File: src/core/etsr_regs.vh
// register map, field positions and timing figures of the timestamp sample records
// assumes byte addressing on a 32-bit avalon-mm slave port
`ifndef ETSR_REGS_VH
`define ETSR_REGS_VH

`define ETSR_ADDR_W 12
`define ETSR_OFS_S5_SEC 12'h588
`define ETSR_OFS_S5_PHASE 12'h58c
`define ETSR_OFS_S6_NS 12'h590
`define ETSR_OFS_S6_SEC 12'h594
`define ETSR_OFS_S6_PHASE 12'h598
`define ETSR_OFS_S7_NS 12'h59c
`define ETSR_OFS_UNIT_INDEX 12'h520
`define ETSR_OFS_CAPTURE_STATUS 12'h524

`define ETSR_UNIT_PTR_BIT 8
`define ETSR_RESTART_BIT 0
`define ETSR_NS_POL_BIT 30
`define ETSR_NS_MSB 29
`define ETSR_SLOT_MSB 2
`define ETSR_RESET_WORD 32'h00000000

`define ETSR_SLOT_NS 8
`define ETSR_BASE_PERIOD_NS 40
`define ETSR_CLK_PERIOD_NS 8
`define ETSR_SLOT_CYCLES (`ETSR_SLOT_NS / `ETSR_CLK_PERIOD_NS)
`define ETSR_SLOTS_PER_PERIOD (`ETSR_BASE_PERIOD_NS / `ETSR_SLOT_NS)

`define ETSR_CODE_0NS 3'h0
`define ETSR_CODE_8NS 3'h1
`define ETSR_CODE_16NS 3'h2
`define ETSR_CODE_24NS 3'h3
`define ETSR_CODE_32NS 3'h4

`define ETSR_NUM_UNITS 2
`define ETSR_NUM_SAMPLES 3

`endif

File: src/core/etsr_slot_enc.v
// slot index to phase code encoder, registered
// assumes slot index 0..4 counted by the top on the 125 mhz clock
`timescale 1ns/1ps
`include "etsr_regs.vh"

module etsr_slot_enc (
    // clock and reset
    input wire ref_clk_in,
    input wire reset_n_in,
    // slot index within the 40 ns period
    input wire [2:0] slot_in,
    // encoded phase
    output reg [2:0] code_out
);

    function [2:0] etsr_encode;
        input [2:0] slot;
        begin
            case (slot)
                3'h0: etsr_encode = `ETSR_CODE_0NS;
                3'h1: etsr_encode = `ETSR_CODE_8NS;
                // third slot uses 010, the free code, not the reserved 101
                3'h2: etsr_encode = `ETSR_CODE_16NS;
                3'h3: etsr_encode = `ETSR_CODE_24NS;
                3'h4: etsr_encode = `ETSR_CODE_32NS;
                default: etsr_encode = `ETSR_CODE_0NS;
            endcase
        end
    endfunction

    always @(posedge ref_clk_in or negedge reset_n_in) begin
        if (!reset_n_in) begin
            code_out <= 3'h0;
        end else begin
            code_out <= etsr_encode(slot_in);
        end
    end

endmodule

File: src/core/etsr_capture.v
// one timestamp unit: holds the fifth, sixth and seventh sample records
// assumes edge pulse, polarity and time are aligned in the same cycle
`timescale 1ns/1ps
`include "etsr_regs.vh"

module etsr_capture (
    // clock and reset
    input wire ref_clk_in,
    input wire reset_n_in,
    // capture request
    input wire edge_in,
    input wire polarity_in,
    input wire restart_in,
    // current time
    input wire [31:0] sec_in,
    input wire [29:0] nanos_in,
    input wire [2:0] slot_code_in,
    // stored records, index 0 is the fifth sample
    output wire [95:0] sec_out,
    output wire [89:0] nanos_out,
    output wire [2:0] pol_out,
    output wire [8:0] slot_out,
    output reg [1:0] count_out
);

    // each record owns its registers, so no variable has two processes driving it
    genvar g;
    generate
        for (g = 0; g < `ETSR_NUM_SAMPLES; g = g + 1) begin : gen_rec
            localparam [31:0] REC_IDX = g;
            reg [31:0] rec_sec;
            reg [29:0] rec_nanos;
            reg [2:0] rec_slot;
            reg rec_pol;
            always @(posedge ref_clk_in or negedge reset_n_in) begin
                if (!reset_n_in) begin
                    rec_sec <= `ETSR_RESET_WORD;
                    rec_nanos <= 30'h0;
                    rec_slot <= 3'h0;
                    rec_pol <= 1'b0;
                end else if (edge_in && !restart_in && {30'h0, count_out} == REC_IDX) begin
                    rec_sec <= sec_in;
                    rec_nanos <= nanos_in;
                    rec_slot <= slot_code_in;
                    rec_pol <= polarity_in;
                end
            end
            assign sec_out[32*g+31:32*g] = rec_sec;
            assign nanos_out[30*g+29:30*g] = rec_nanos;
            assign slot_out[3*g+2:3*g] = rec_slot;
            assign pol_out[g] = rec_pol;
        end
    endgenerate

    // records fill in order and then hold until software restarts the unit
    always @(posedge ref_clk_in or negedge reset_n_in) begin
        if (!reset_n_in) begin
            count_out <= 2'h0;
        end else if (restart_in) begin
            count_out <= 2'h0;
        end else if (edge_in && count_out != 2'h3) begin
            count_out <= count_out + 2'h1;
        end
    end

endmodule

File: src/core/etsr_top.v
// timestamp sample record block: edge capture on two units, avalon-mm register view
// assumes event inputs and time base inputs are synchronous to ref_clk_in
//
// Summary of operation
// unit pointer in bit 8 of unit index register selects visible records
// seconds words are full 32-bit read-only, reset zero, separate from others
// nanoseconds sit in bits 29:0 of nanoseconds word, read-only, reset zero
// bit 30 holds capture edge, one rising, zero falling; bit 31 reserved
// 3-bit phase field tells which 8 ns slot of 40 ns period
// codes 000, 001, 011 mean 0 ns, 8 ns, 24 ns slots
// code 100 means the 32 ns fifth slot
// third slot, 16 ns, is encoded 010 since 101 is reserved
// reserved bits read zero, writes to record registers are ignored
`timescale 1ns/1ps
`include "etsr_regs.vh"

module etsr_top (
    // clock and reset
    input wire ref_clk_in,
    input wire reset_n_in,
    // avalon-mm slave
    input wire [11:0] avs_address_in,
    input wire avs_read_in,
    input wire avs_write_in,
    input wire [31:0] avs_writedata_in,
    input wire [3:0] avs_byteenable_in,
    output reg [31:0] avs_readdata_out,
    output reg avs_waitrequest_out,
    // event inputs, one per timestamp unit
    input wire [1:0] event_in,
    // local time base
    input wire [31:0] time_sec_in,
    input wire [29:0] time_nanos_in,
    // 25 mhz time base marker, one pulse per 40 ns period
    output reg base_tick_out
);

    localparam ST_IDLE = 2'b01;
    localparam ST_ACK = 2'b10;

    reg [1:0] state;
    reg [1:0] next_state;
    reg unit_ptr;
    reg [1:0] restart;
    reg [2:0] slot_cnt;
    reg [1:0] event_prev;
    reg edge_armed;
    reg [1:0] edge_seen;
    reg [1:0] edge_pol;
    reg [31:0] sec_d;
    reg [29:0] nanos_d;
    reg [31:0] next_readdata;
    wire [2:0] slot_code;
    wire [95:0] unit_sec [0:1];
    wire [89:0] unit_nanos [0:1];
    wire [2:0] unit_pol [0:1];
    wire [8:0] unit_slot [0:1];
    wire [1:0] unit_count [0:1];
    wire bus_req;
    wire bus_done;
    wire wr_low_byte;
    wire wr_mid_byte;

    assign bus_req = avs_read_in | avs_write_in;
    assign bus_done = (state == ST_ACK);
    assign wr_low_byte = avs_write_in & bus_done & avs_byteenable_in[0];
    assign wr_mid_byte = avs_write_in & bus_done & avs_byteenable_in[1];

    // slot counter: 125 mhz divided into five 8 ns slots of the 40 ns period
    always @(posedge ref_clk_in or negedge reset_n_in) begin
        if (!reset_n_in) begin
            slot_cnt <= 3'h0;
            base_tick_out <= 1'b0;
        end else if ({29'h0, slot_cnt} == `ETSR_SLOTS_PER_PERIOD - 1) begin
            slot_cnt <= 3'h0;
            base_tick_out <= 1'b1;
        end else begin
            slot_cnt <= slot_cnt + 3'h1;
            base_tick_out <= 1'b0;
        end
    end

    // phase code is one cycle late, so the edge and time are delayed to match
    etsr_slot_enc u_slot_enc (
        .ref_clk_in(ref_clk_in),
        .reset_n_in(reset_n_in),
        .slot_in(slot_cnt),
        .code_out(slot_code)
    );

    always @(posedge ref_clk_in or negedge reset_n_in) begin
        if (!reset_n_in) begin
            event_prev <= 2'h0;
            edge_armed <= 1'b0;
            edge_seen <= 2'h0;
            edge_pol <= 2'h0;
            sec_d <= `ETSR_RESET_WORD;
            nanos_d <= 30'h0;
        end else begin
            event_prev <= event_in;
            edge_armed <= 1'b1;
            // no compare until the previous level is real: a line idling high
            // would otherwise look like an edge right after reset; an edge in
            // that first cycle is lost
            edge_seen <= edge_armed ? (event_in ^ event_prev) : 2'h0;
            edge_pol <= event_in;
            sec_d <= time_sec_in;
            nanos_d <= time_nanos_in;
        end
    end

    genvar u;
    generate
        for (u = 0; u < `ETSR_NUM_UNITS; u = u + 1) begin : gen_unit
            etsr_capture u_capture (
                .ref_clk_in(ref_clk_in),
                .reset_n_in(reset_n_in),
                .edge_in(edge_seen[u]),
                .polarity_in(edge_pol[u]),
                .restart_in(restart[u]),
                .sec_in(sec_d),
                .nanos_in(nanos_d),
                .slot_code_in(slot_code),
                .sec_out(unit_sec[u]),
                .nanos_out(unit_nanos[u]),
                .pol_out(unit_pol[u]),
                .slot_out(unit_slot[u]),
                .count_out(unit_count[u])
            );
        end
    endgenerate

    // bus handshake: one wait cycle, answer on the cycle after the request
    always @* begin
        case (state)
            ST_IDLE: next_state = bus_req ? ST_ACK : ST_IDLE;
            ST_ACK: next_state = ST_IDLE;
            default: next_state = ST_IDLE;
        endcase
    end

    // read mux; unmapped and reserved bits read zero
    always @* begin
        next_readdata = `ETSR_RESET_WORD;
        case (avs_address_in)
            `ETSR_OFS_S5_SEC: begin
                next_readdata = unit_sec[unit_ptr][31:0];
            end
            `ETSR_OFS_S5_PHASE: begin
                next_readdata[`ETSR_SLOT_MSB:0] = unit_slot[unit_ptr][2:0];
            end
            `ETSR_OFS_S6_NS: begin
                next_readdata[`ETSR_NS_MSB:0] = unit_nanos[unit_ptr][59:30];
                next_readdata[`ETSR_NS_POL_BIT] = unit_pol[unit_ptr][1];
            end
            `ETSR_OFS_S6_SEC: begin
                next_readdata = unit_sec[unit_ptr][63:32];
            end
            `ETSR_OFS_S6_PHASE: begin
                next_readdata[`ETSR_SLOT_MSB:0] = unit_slot[unit_ptr][5:3];
            end
            `ETSR_OFS_S7_NS: begin
                next_readdata[`ETSR_NS_MSB:0] = unit_nanos[unit_ptr][89:60];
                next_readdata[`ETSR_NS_POL_BIT] = unit_pol[unit_ptr][2];
            end
            `ETSR_OFS_UNIT_INDEX: begin
                next_readdata[`ETSR_UNIT_PTR_BIT] = unit_ptr;
            end
            `ETSR_OFS_CAPTURE_STATUS: begin
                next_readdata[1:0] = unit_count[unit_ptr];
            end
            default: begin
                next_readdata = `ETSR_RESET_WORD;
            end
        endcase
    end

    always @(posedge ref_clk_in or negedge reset_n_in) begin
        if (!reset_n_in) begin
            state <= ST_IDLE;
            avs_waitrequest_out <= 1'b1;
            avs_readdata_out <= `ETSR_RESET_WORD;
        end else begin
            state <= next_state;
            avs_waitrequest_out <= !(state == ST_IDLE && bus_req);
            if (state == ST_IDLE && avs_read_in) begin
                avs_readdata_out <= next_readdata;
            end
        end
    end

    // only the unit index register takes writes; record registers ignore them
    always @(posedge ref_clk_in or negedge reset_n_in) begin
        if (!reset_n_in) begin
            unit_ptr <= 1'b0;
            restart <= 2'h0;
        end else begin
            restart <= 2'h0;
            if (avs_address_in == `ETSR_OFS_UNIT_INDEX) begin
                if (wr_mid_byte) begin
                    unit_ptr <= avs_writedata_in[`ETSR_UNIT_PTR_BIT];
                end
                if (wr_low_byte && avs_writedata_in[`ETSR_RESTART_BIT]) begin
                    // restart hits the unit selected before this write
                    restart[unit_ptr] <= 1'b1;
                end
            end
        end
    end

endmodule

File: config.mk
export PLATFORM = sky130hd
export DESIGN_NAME = etsr_top
export DESIGN_NICKNAME = d
export VERILOG_FILES = /design/src/core/etsr_slot_enc.v /design/src/core/etsr_capture.v /design/src/core/etsr_top.v
export VERILOG_INCLUDE_DIRS = /design/src /design/src/core
export SDC_FILE = /design/constraint.sdc
export NUM_CORES = 1
export LEC_CHECK = 0
export BUFFER_PORTS_ARGS = -buffer_cell sky130_fd_sc_hd__buf_2
export CAP_MARGIN = 25
export CORE_MARGIN = 2
export CORE_UTILIZATION = 30
export DETAILED_ROUTE_END_ITERATION = 8
export PLACE_DENSITY = 0.53
export SLEW_MARGIN = 20
export SYNTH_ARGS = -nofsm -noshare
export SYNTH_HDL_FRONTEND = slang
export SYNTH_SLANG_ARGS = --single-unit
File: constraint.sdc
create_clock -name ref_clk_in -period 4 [get_ports ref_clk_in]
set_clock_uncertainty 0.1 [all_clocks]
set_input_delay 0.2 -clock ref_clk_in [delete_from_list [all_inputs] [get_ports ref_clk_in]]
set_output_delay 0.2 -clock ref_clk_in [all_outputs]
set_load 0.01 [all_outputs]
==> out/results.ini, run 1 <==
[timing]
hold_viol_final=0
fin_crit_ns=2.76
finalSetupTns_ns=0
worst_pin_slew_ns=0.937
slew_headroom_pct=37.5
max_freq_mhz=362
worst_slack_ns=1.24
grt_setup_unrepaired=no
period_share_pct=69.1
setup_viol=0
slew_violations=0

[critical_path]
cp-end-kind=register
start_kind=register
endpoint=avs_readdata_out[8]
critPathBufInv=3
rr_startpoint=unit_ptr
cp.arrival_ns=3.12
max_stage_delay_ns=0.88
critPathLaunch=unit_ptr
cp.depth=6
required_ns=4.36
reg2regPathDepth=6
crit_chain=buf_12, inv_1, o21ai_0, a21oi_1, dlygate4sd3_1, o21ai_0
reg2reg_to=avs_readdata_out[8]
critPathSlowestCell=dfrtp_4
crit_family=buffers and inverters
crit_top_cell=o21ai_0
r2r_slack_ns=1.24
crit_fanout=52
crit_type=register to register

[finish]
drive_gt1_share_pct=47.6
areaGrowthSynthToFinish_pct=22.6
instances_no_fill=1980
fin_nets=1390
multi_input_area_mm2=0.00611
fin_area_mm2=0.0195
fillers=4985
regArea_mm2=0.00949
fin_util_pct=37.2

[die]
die_x_um=234
core_region_area_mm2=0.0524
rows=84
initial_core_util_pct=30.3
fp.dieArea_mm2=0.0548
ioPinCount=150
die_y_um=234

[placement]
dp_slack_ns=1.17
place_inst=1827
gp_congestion=0.711
port_buffers=117
post_dp_cell_area_mm2=0.0173
post-dp-hpwl_um=22900

[worst_hold_path]
min_from=avs_address_in[7]
min_path_type=input port to register

[logic_synthesis]
syn_area_per_cell_um2=15.0
ys.warnings.count=0
synth_edf_count=0
syn_nets=1191
ys_types=55
synth_top_area_share_pct=59.3
yosys.area.top_type=dfrtp_1
synthCells=1063
yosysMostFrequentCell=dfrtp_1
synth_seq_area_share_pct=59.7
netlist_area_mm2=0.0159
synthTopCellsByCount=dfrtp_1 (377), mux2_2 (353), nor2_1 (42)
ys_ff_latch=379
ys_async_sr_fraction_pct=100
synthTopCellsByArea=dfrtp_1 (59%), mux2_2 (25%), mux2i_1 (2.2%), a221oi_2 (1.8%), a22oi_1 (1.4%)
synth-main-ff-cell=dfrtp_1

[pwr]
powerDensity_mw_per_mm2=640
peakVddDrop_mv=0.262
leakage_nw=8.39

[detailed_routing]
ant_nets=0
vias_per_cell=4.71
wl_um=38000
drc_errors=0
vias=9318
wl_per_cell_um=19.2
drt-pass1-iter-count=4
initialDrtViolationCount=351

[cts]
clk_pin_slew_ns=0.06
cts.sinks=379
cts_tree=done
ctsHoldBuffers=76
root_buffer=clkbuf_16
clock_latency_ns=0.55
ctsLongestPathBuffers=3
cts_resized=0
cts_htree_levels=2
numCtsBuffers=42
cts_setup_buffers=0

[grt]
antenna_found_initial=0
grt_pass1_vias=10037
track_usage_pct=14.3
grt_max_degree=113
overflow=0
grt_pass1_wl_um=59800

[job]
drv_cap=0

[outcome]
outcome=completed

per-layer routing:
layer	share of wire [%]	track usage, %	wire (µm)	up-vias
met3	3.7	2.59	1400	58
met4	2.2	4.43	856	0
li1	-	-	-	4289
met5	0	0	0	-
met2	47	23.0	17900	151
met1	47	19.6	17900	4820
power by group:
group | internal [mW] | switching [mW]
sequential | 5.26 | 0.656
clock | 2.20 | 1.53
combinational | 1.77 | 1.05
logic make-up (layout without fill, tap and decap cells):
group           Yosys count  count (layout)  synth area share, %
buf+inv                  69             297                 2.09
mux                     394             394                 28.0
compound gates          107             107                 5.86
xor+xnor                  5               5                0.276
other cells               1               2               0.0236
flops                   379             379                 59.7
fa+ha+maj                12              12                0.944
simple gates             96              96                 3.15
area by class of cell:
| class | count | share of cell area (%) |
|---|---|---|
| antenna | 1 | 0.0128 |
| clock buffer | 65 | 6.40 |
| clock inverter | 8 | 0.366 |
| inverter | 9 | 0.173 |
| multi-input combinational | 615 | 31.4 |
| sequential | 379 | 48.7 |
| tap | 688 | 4.42 |
| timing repair buffer | 215 | 8.59 |
worst reg2reg max path, cell delays in order, from the launching register on:
cell and delay (ns):
dfrtp_4 0.88, buf_12 0.48, inv_1 0.15, o21ai_0 0.22, a21oi_1 0.09, dlygate4sd3_1 0.57, o21ai_0 0.18
worst min-delay path by stage:
stage / end / cells past startpoint
after floorplan: avs_readdata_out[0] / 0
after global placement: sec_d[4] / 1
after detailed placement: nanos_d[5] / 1
after CTS: avs_readdata_out[1] / 5
after global routing: sec_d[7] / 2
final: avs_readdata_out[1] / 5
stage by stage:
stage	hold WS, ns	total power [mW]
floorplan	-0.196	7.98
global placement	0.210	8.60
detailed placement	0.209	8.77
CTS	0.0713	12.7
global route	0.167	13.2
finish	0.106	12.5
state kept, by name, indices dropped and copies added (netlist names), 2 cells and up:
register                              count
gen_unit.u_capture.count_out              4
avs_readdata_out                         32
gen_unit.u_capture.gen_rec.rec_sec      128
nanos_d                                  30
sec_d                                    32
gen_unit.u_capture.gen_rec.rec_pol        4
state                                     2
edge_seen                                 2
u_slot_enc.code_out                       2
restart                                   2
slot_cnt                                  3
gen_unit.u_capture.gen_rec.rec_slot      12
edge_pol                                  2
gen_unit.u_capture.gen_rec.rec_nanos    120
cell usage in the layout, fill, tap and decap left out, types with 2 or more instances in the layout:
| cell type | count |
|---|---|
| dfrtp_1 | 376 |
| mux2_2 | 353 |
| buf_2 | 116 |
| dlygate4sd3_1 | 76 |
| clkbuf_16 | 43 |
| nor2_1 | 42 |
| mux2i_1 | 35 |
| a22oi_1 | 29 |
| a221oi_2 | 19 |
| o21ai_2 | 19 |
| clkbuf_1 | 13 |
| ha_1 | 12 |
| buf_4 | 11 |
| inv_1 | 9 |
| nand2_1 | 9 |
| o21ai_0 | 9 |
| a221oi_1 | 9 |
| o21ai_1 | 9 |
| clkbuf_8 | 9 |
| buf_12 | 9 |
| nand3_1 | 6 |
| nor2b_1 | 6 |
| mux4_2 | 5 |
| clkinv_2 | 5 |
| and2_1 | 4 |
| nand2_2 | 4 |
| a21oi_1 | 4 |
| nand2_4 | 3 |
| xnor2_1 | 3 |
| nand4_1 | 3 |
| and2b_1 | 2 |
| xor2_1 | 2 |
| and3_2 | 2 |
| o32ai_1 | 2 |
| dfstp_2 | 2 |
| buf_16 | 2 |
Note: power is estimated with default switching activity, not from simulation.
==> run 2, diff against run 1 <==
Settings changed: ABC_AREA from default to 1.
Clock period 4 ns to 2.9 ns, I/O delays scaled along.
==> run 2 against run 1 <==
Net effect:
- total power grew 35%
- first-iteration DRC count rose to 2.5 times the previous value
- worst hold slack improved by 0.010 ns
- synthesized cell count rose by 70%
- clock power is 38% higher
- sequential power up 37%
- routed wire length is 14% higher
- non-clock buffer count is 11 higher
- highest routed layer unchanged
==> out/results.ini, run 2 <==
[outcome]
outcome=completed

[die]
core_region_area_mm2=0.0523
rows=84
die_y_um=234
die_x_um=234
fp.dieArea_mm2=0.0546
ioPinCount=150
initial_core_util_pct=30.2

[logic_synthesis]
syn_area_per_cell_um2=8.74
synthCells=1810
synthTopCellsByArea=dfrtp_1 (60%), nand2_1 (18%), o21ai_0 (9.6%), inv_1 (2.2%), nand3_1 (2.0%)
ys_async_sr_fraction_pct=100
synthTopCellsByCount=nand2_1 (744), dfrtp_1 (377), o21ai_0 (303)
synth_top_area_share_pct=59.6
synth-main-ff-cell=dfrtp_1
synth_seq_area_share_pct=60.0
ys_types=31
yosysMostFrequentCell=nand2_1
ys_ff_latch=379
synth_edf_count=0
netlist_area_mm2=0.0158
ys.warnings.count=0
yosys.area.top_type=dfrtp_1
syn_nets=1938

[finish]
areaGrowthSynthToFinish_pct=22.2
layout_commonest_cell=nand2_1
fillers=5377
drive_gt1_share_pct=12.1
top_register=gen_unit.u_capture.gen_rec.rec_sec
largest_register_ffs=128
fin_nets=2106
largest_registers=gen_unit.u_capture.gen_rec.rec_sec (128), gen_unit.u_capture.gen_rec.rec_nanos (120)
antenna_cells=0
instances_no_fill=2692
layout_common_cells=nand2_1 (744), dfrtp_1 (376), o21ai_0 (303), buf_2 (116), inv_1 (92)

[critical_path]
crit_type=input port to register
start_kind=input port
max_stage_delay_ns=0.62
rr_startpoint=unit_ptr
critPathSlowestCell=dlygate4sd3_1
critPathLaunch=avs_address_in[7]
required_ns=3.20
cp.arrival_ns=2.73
cp-end-kind=register
crit_chain=dlygate4sd3_1, buf_2, nor2_1, dlygate4sd3_1, nand2_1, nor2_1, nand3b_1, nor2_1, a21oi_1, dlygate4sd3_1
crit_fanout=5

[grt]
grt_pass1_wl_um=68200
grt_max_degree=133
track_usage_pct=16.1
busiest_layer=met2
met2_usage_pct=27.3
met1_usage_pct=21.7
grt_pass1_vias=12148
overflow=0
antenna_found_initial=1
met3_usage_pct=2.51

[timing]
hold_viol_final=0
period_share_pct=84.0
worst_pin_slew_ns=0.762
finalSetupTns_ns=0
fin_crit_ns=2.43
max_freq_mhz=411
slew_headroom_pct=49.2
grt_setup_unrepaired=no
setup_viol=0
slew_violations=0

[detailed_routing]
drt-pass1-iter-count=5
drc_errors=0
ant_nets=0
wl_um=43400
wl_per_cell_um=16.1
initialDrtViolationCount=883
vias=12339
vias_per_cell=4.58

[job]
drv_cap=0

[pwr]
power.total_mw=16.8
powerDensity_mw_per_mm2=870
leakage_nw=10.0
peakVddDrop_mv=0.434

[worst_hold_path]
min_from=avs_address_in[2]
min_path_type=input port to register

[placement]
gp_congestion=0.827
post-dp-hpwl_um=27500
port_buffers=117
place_inst=2549

[cts]
root_buffer=clkbuf_16
cts.sinks=379
clk_pin_slew_ns=0.05
cts_setup_buffers=0
clock_latency_ns=0.53
ctsLongestPathBuffers=3
cts_htree_levels=2
cts_tree=done
numCtsBuffers=40

## run 2: path summary, 6_finish.rpt
kind	depth (start not counted)	slack, ns	endpoint
min reg2reg	1	0.35	u_slot_enc.code_out[1]
max in group asynchronous	3	1.69	avs_waitrequest_out
min	7	0.12	avs_readdata_out[2]
max reg2reg	4	0.78	unit_ptr
max	10	0.47	unit_ptr
min in group asynchronous	2	0.13	gen_unit[0].u_capture.gen_rec[1].rec_nanos[5]
## run 2: cell families after synthesis
family                   share of synthesized area, %
flip-flops                                       60.0
adder cells (fa/ha/maj)                         0.949
multiplexers                                     1.90
AND/OR/NAND/NOR                                  21.4
AO/OA/AOI/OAI                                    10.6
buffers and inverters                            5.20
other                                          0.0237
## run 2: power by group
group          total, mW  internal, mW  switching (mW)
clock network       5.15          3.10            2.05
registers           8.10          7.15           0.952
logic               3.57          1.42            2.15
## run 2: critical path: cells and delay by family
| kind | cells | cell delay (ns) |
|---|---|---|
| AO/OA/AOI/OAI | 1 | 0.06 |
| buffers and inverters | 4 | 1.83 |
| AND/OR/NAND/NOR | 5 | 0.69 |
## run 2: area by class of cell
cell class | count | area, µm² | share of cell area (%)
sequential | 379 | 9490 | 49.1
multi-input combinational | 1235 | 5560 | 28.8
timing repair buffer | 226 | 1750 | 9.06
clock buffer | 60 | 1200 | 6.19
tap | 688 | 861 | 4.45
inverter | 96 | 362 | 1.87
clock inverter | 8 | 118 | 0.608
## run 2: metrics by stage
step	hold WS [ns]	utilization [%]	cell area, µm²	setup WS, ns
floorplan	-0.251	-	15800	1.34
global route	0.146	37.0	19300	0.364
finish	0.117	37.0	19300	0.465
CTS	0.0975	37.0	19300	0.542
global placement	0.131	33.0	17300	0.805
detailed placement	0.137	33.0	17300	0.812
## run 2: per-layer routing
| metal | routed length [µm] | share of wire (%) |
|---|---|---|
| met4 | 793 | 1.8 |
| met1 | 19700 | 46 |
| met5 | 0 | 0 |
| met2 | 20700 | 48 |
| met3 | 2120 | 4.9 |
## run 2: timing repair
item / 4_1_cts / 5_1_grt
hold buffers: 75 / 0
gates resized for setup: 0 / 0
endpoints found under the hold margin: 145 / 0
==> run 3, diff against run 2 <==
Settings changed: PLACE_DENSITY 0.53 to 0.55.
Clock period 2.9 ns to 2 ns, I/O delays scaled along.
==> run 3 against run 2 <==
Net effect:
- register-to-register slack got worse by 0.63 ns
- highest routed layer unchanged
- die area unchanged
- largest cell class unchanged
- first-iteration DRC count increased by 6.3%
- design area increased by 1.5%
- critical path type is now register to register
- critical path depth decreased by 2
- routed wire length increased by 2.9%
- non-clock buffer count increased by 12
- the flow now finishes with violations (hold timing)
==> out/results.ini, run 3 (synthesis results as in run 2) <==
[finish]
largest_registers=gen_unit.u_capture.gen_rec.rec_sec (128), gen_unit.u_capture.gen_rec.rec_nanos (120)
largest_register_ffs=128
layout_common_cells=nand2_1 (744), dfrtp_1 (376), o21ai_0 (303), buf_2 (116), inv_1 (92)
top_register=gen_unit.u_capture.gen_rec.rec_sec
antenna_cells=0
drive_gt1_share_pct=12.8
layout_commonest_cell=nand2_1
areaGrowthSynthToFinish_pct=24.1
fin_nets=2118

[job]
drv_cap=0

[critical_path]
cp-end-kind=register
required_ns=2.32
cp.arrival_ns=2.17
critPathLaunch=unit_ptr
crit_fanout=52
rr_startpoint=unit_ptr
crit_type=register to register
start_kind=register

[grt]
grt_max_degree=85
track_usage_pct=16.7
antenna_found_initial=1
grt_pass1_wl_um=71000
overflow=0
grt_pass1_vias=12530

[pwr]
powerDensity_mw_per_mm2=1250
leakage_nw=10.1
peakVddDrop_mv=0.585
power.total_mw=24.5

[cts]
cts.sinks=379
numCtsBuffers=40
cts_htree_levels=2
cts_setup_buffers=0
ctsLongestPathBuffers=3
clock_latency_ns=0.55
clk_pin_slew_ns=0.06
cts_tree=done
root_buffer=clkbuf_16

[outcome]
violations=hold timing
outcome=finished, violations left

[die]
ioPinCount=150
rows=84
initial_core_util_pct=30.2
die_y_um=234
fp.dieArea_mm2=0.0546
die_x_um=234
core_region_area_mm2=0.0523

[timing]
fin_crit_ns=1.85
hold_viol_final=1
slew_violations=0
whs_ns=-0.000417
period_share_pct=92.4
max_freq_mhz=541
setup_viol=0
grt_setup_unrepaired=no
finalSetupTns_ns=0

[worst_hold_path]
min_path_type=input port to register
min_from=avs_address_in[4]

[placement]
port_buffers=117
post-dp-hpwl_um=28000
gp_congestion=0.789

[detailed_routing]
vias=12610
drt-pass1-iter-count=5
wl_um=44600
drc_errors=0
initialDrtViolationCount=939
ant_nets=0
vias_per_cell=4.66
wl_per_cell_um=16.5

==> run 3: path summary, 6_finish.rpt <==
path	endpoint	slack, ns	cells after the start
min in group asynchronous	restart[0]	0.09	3
max reg2reg	avs_readdata_out[1]	0.15	8
min reg2reg	u_slot_enc.code_out[1]	0.36	1
max	avs_readdata_out[1]	0.15	8
max in group asynchronous	gen_unit[0].u_capture.gen_rec[0].rec_sec[25]	1.25	3
min	restart[0]	-0.0004	7
==> run 3: what timing repair did <==
action / CTS / global route
setup endpoints to repair: 0 / 1
hold buffers: 77 / 0
endpoints found under the hold margin: 451 / 0
gates resized for setup: 0 / 1
==> run 3: per-layer routing <==
metal / global-route usage [%] / wire length (µm) / share of wire (%)
met5: 0 / 0 / 0
met4: 5.04 / 1290 / 2.9
met3: 2.77 / 2050 / 4.6
met2: 27.7 / 20700 / 46
met1: 22.4 / 20600 / 46
==> run 3: through the flow <==
stage | area (µm²) | setup slack [ns] | util (%) | std cells | hold slack [ns]
finish | 19600 | 0.151 | 37.5 | 2706 | -0.000417
global route | 19600 | 0.0434 | 37.5 | 2706 | 0.0485
CTS | 19600 | 0.120 | 37.5 | 2706 | 0.00594
detailed placement | 17500 | 0.173 | 33.4 | 2559 | -0.105
global placement | 17500 | 0.194 | 33.4 | 2559 | -0.109
floorplan | 15800 | 0.436 | - | 1810 | -0.296
==> run 3: cell type report <==
class                           count  area [µm²]
Fill cell                        5327       32700
Sequential cell                   379        9490
Multi-Input combinational cell   1235        5560
Timing Repair Buffer              238        2010
Clock buffer                       60        1240
Tap cell                          688         861
Inverter                           96         362
Clock inverter                     10         116
==> run 3: critical path: stages (launching register included) <==
cell and delay, ns:
dfrtp_4 0.46, buf_12 0.30, buf_4 0.20, mux2i_1 0.21
nor2_1 0.07, nor2_1 0.19, nand2_1 0.09, nand2_1 0.06
nand2_1 0.05
==> run 3: power by group <==
part | internal (mW) | switching (mW)
Clock | 4.53 | 3.06
Combinational | 2.10 | 3.05
Sequential | 10.4 | 1.40
Total | 17.0 | 7.51
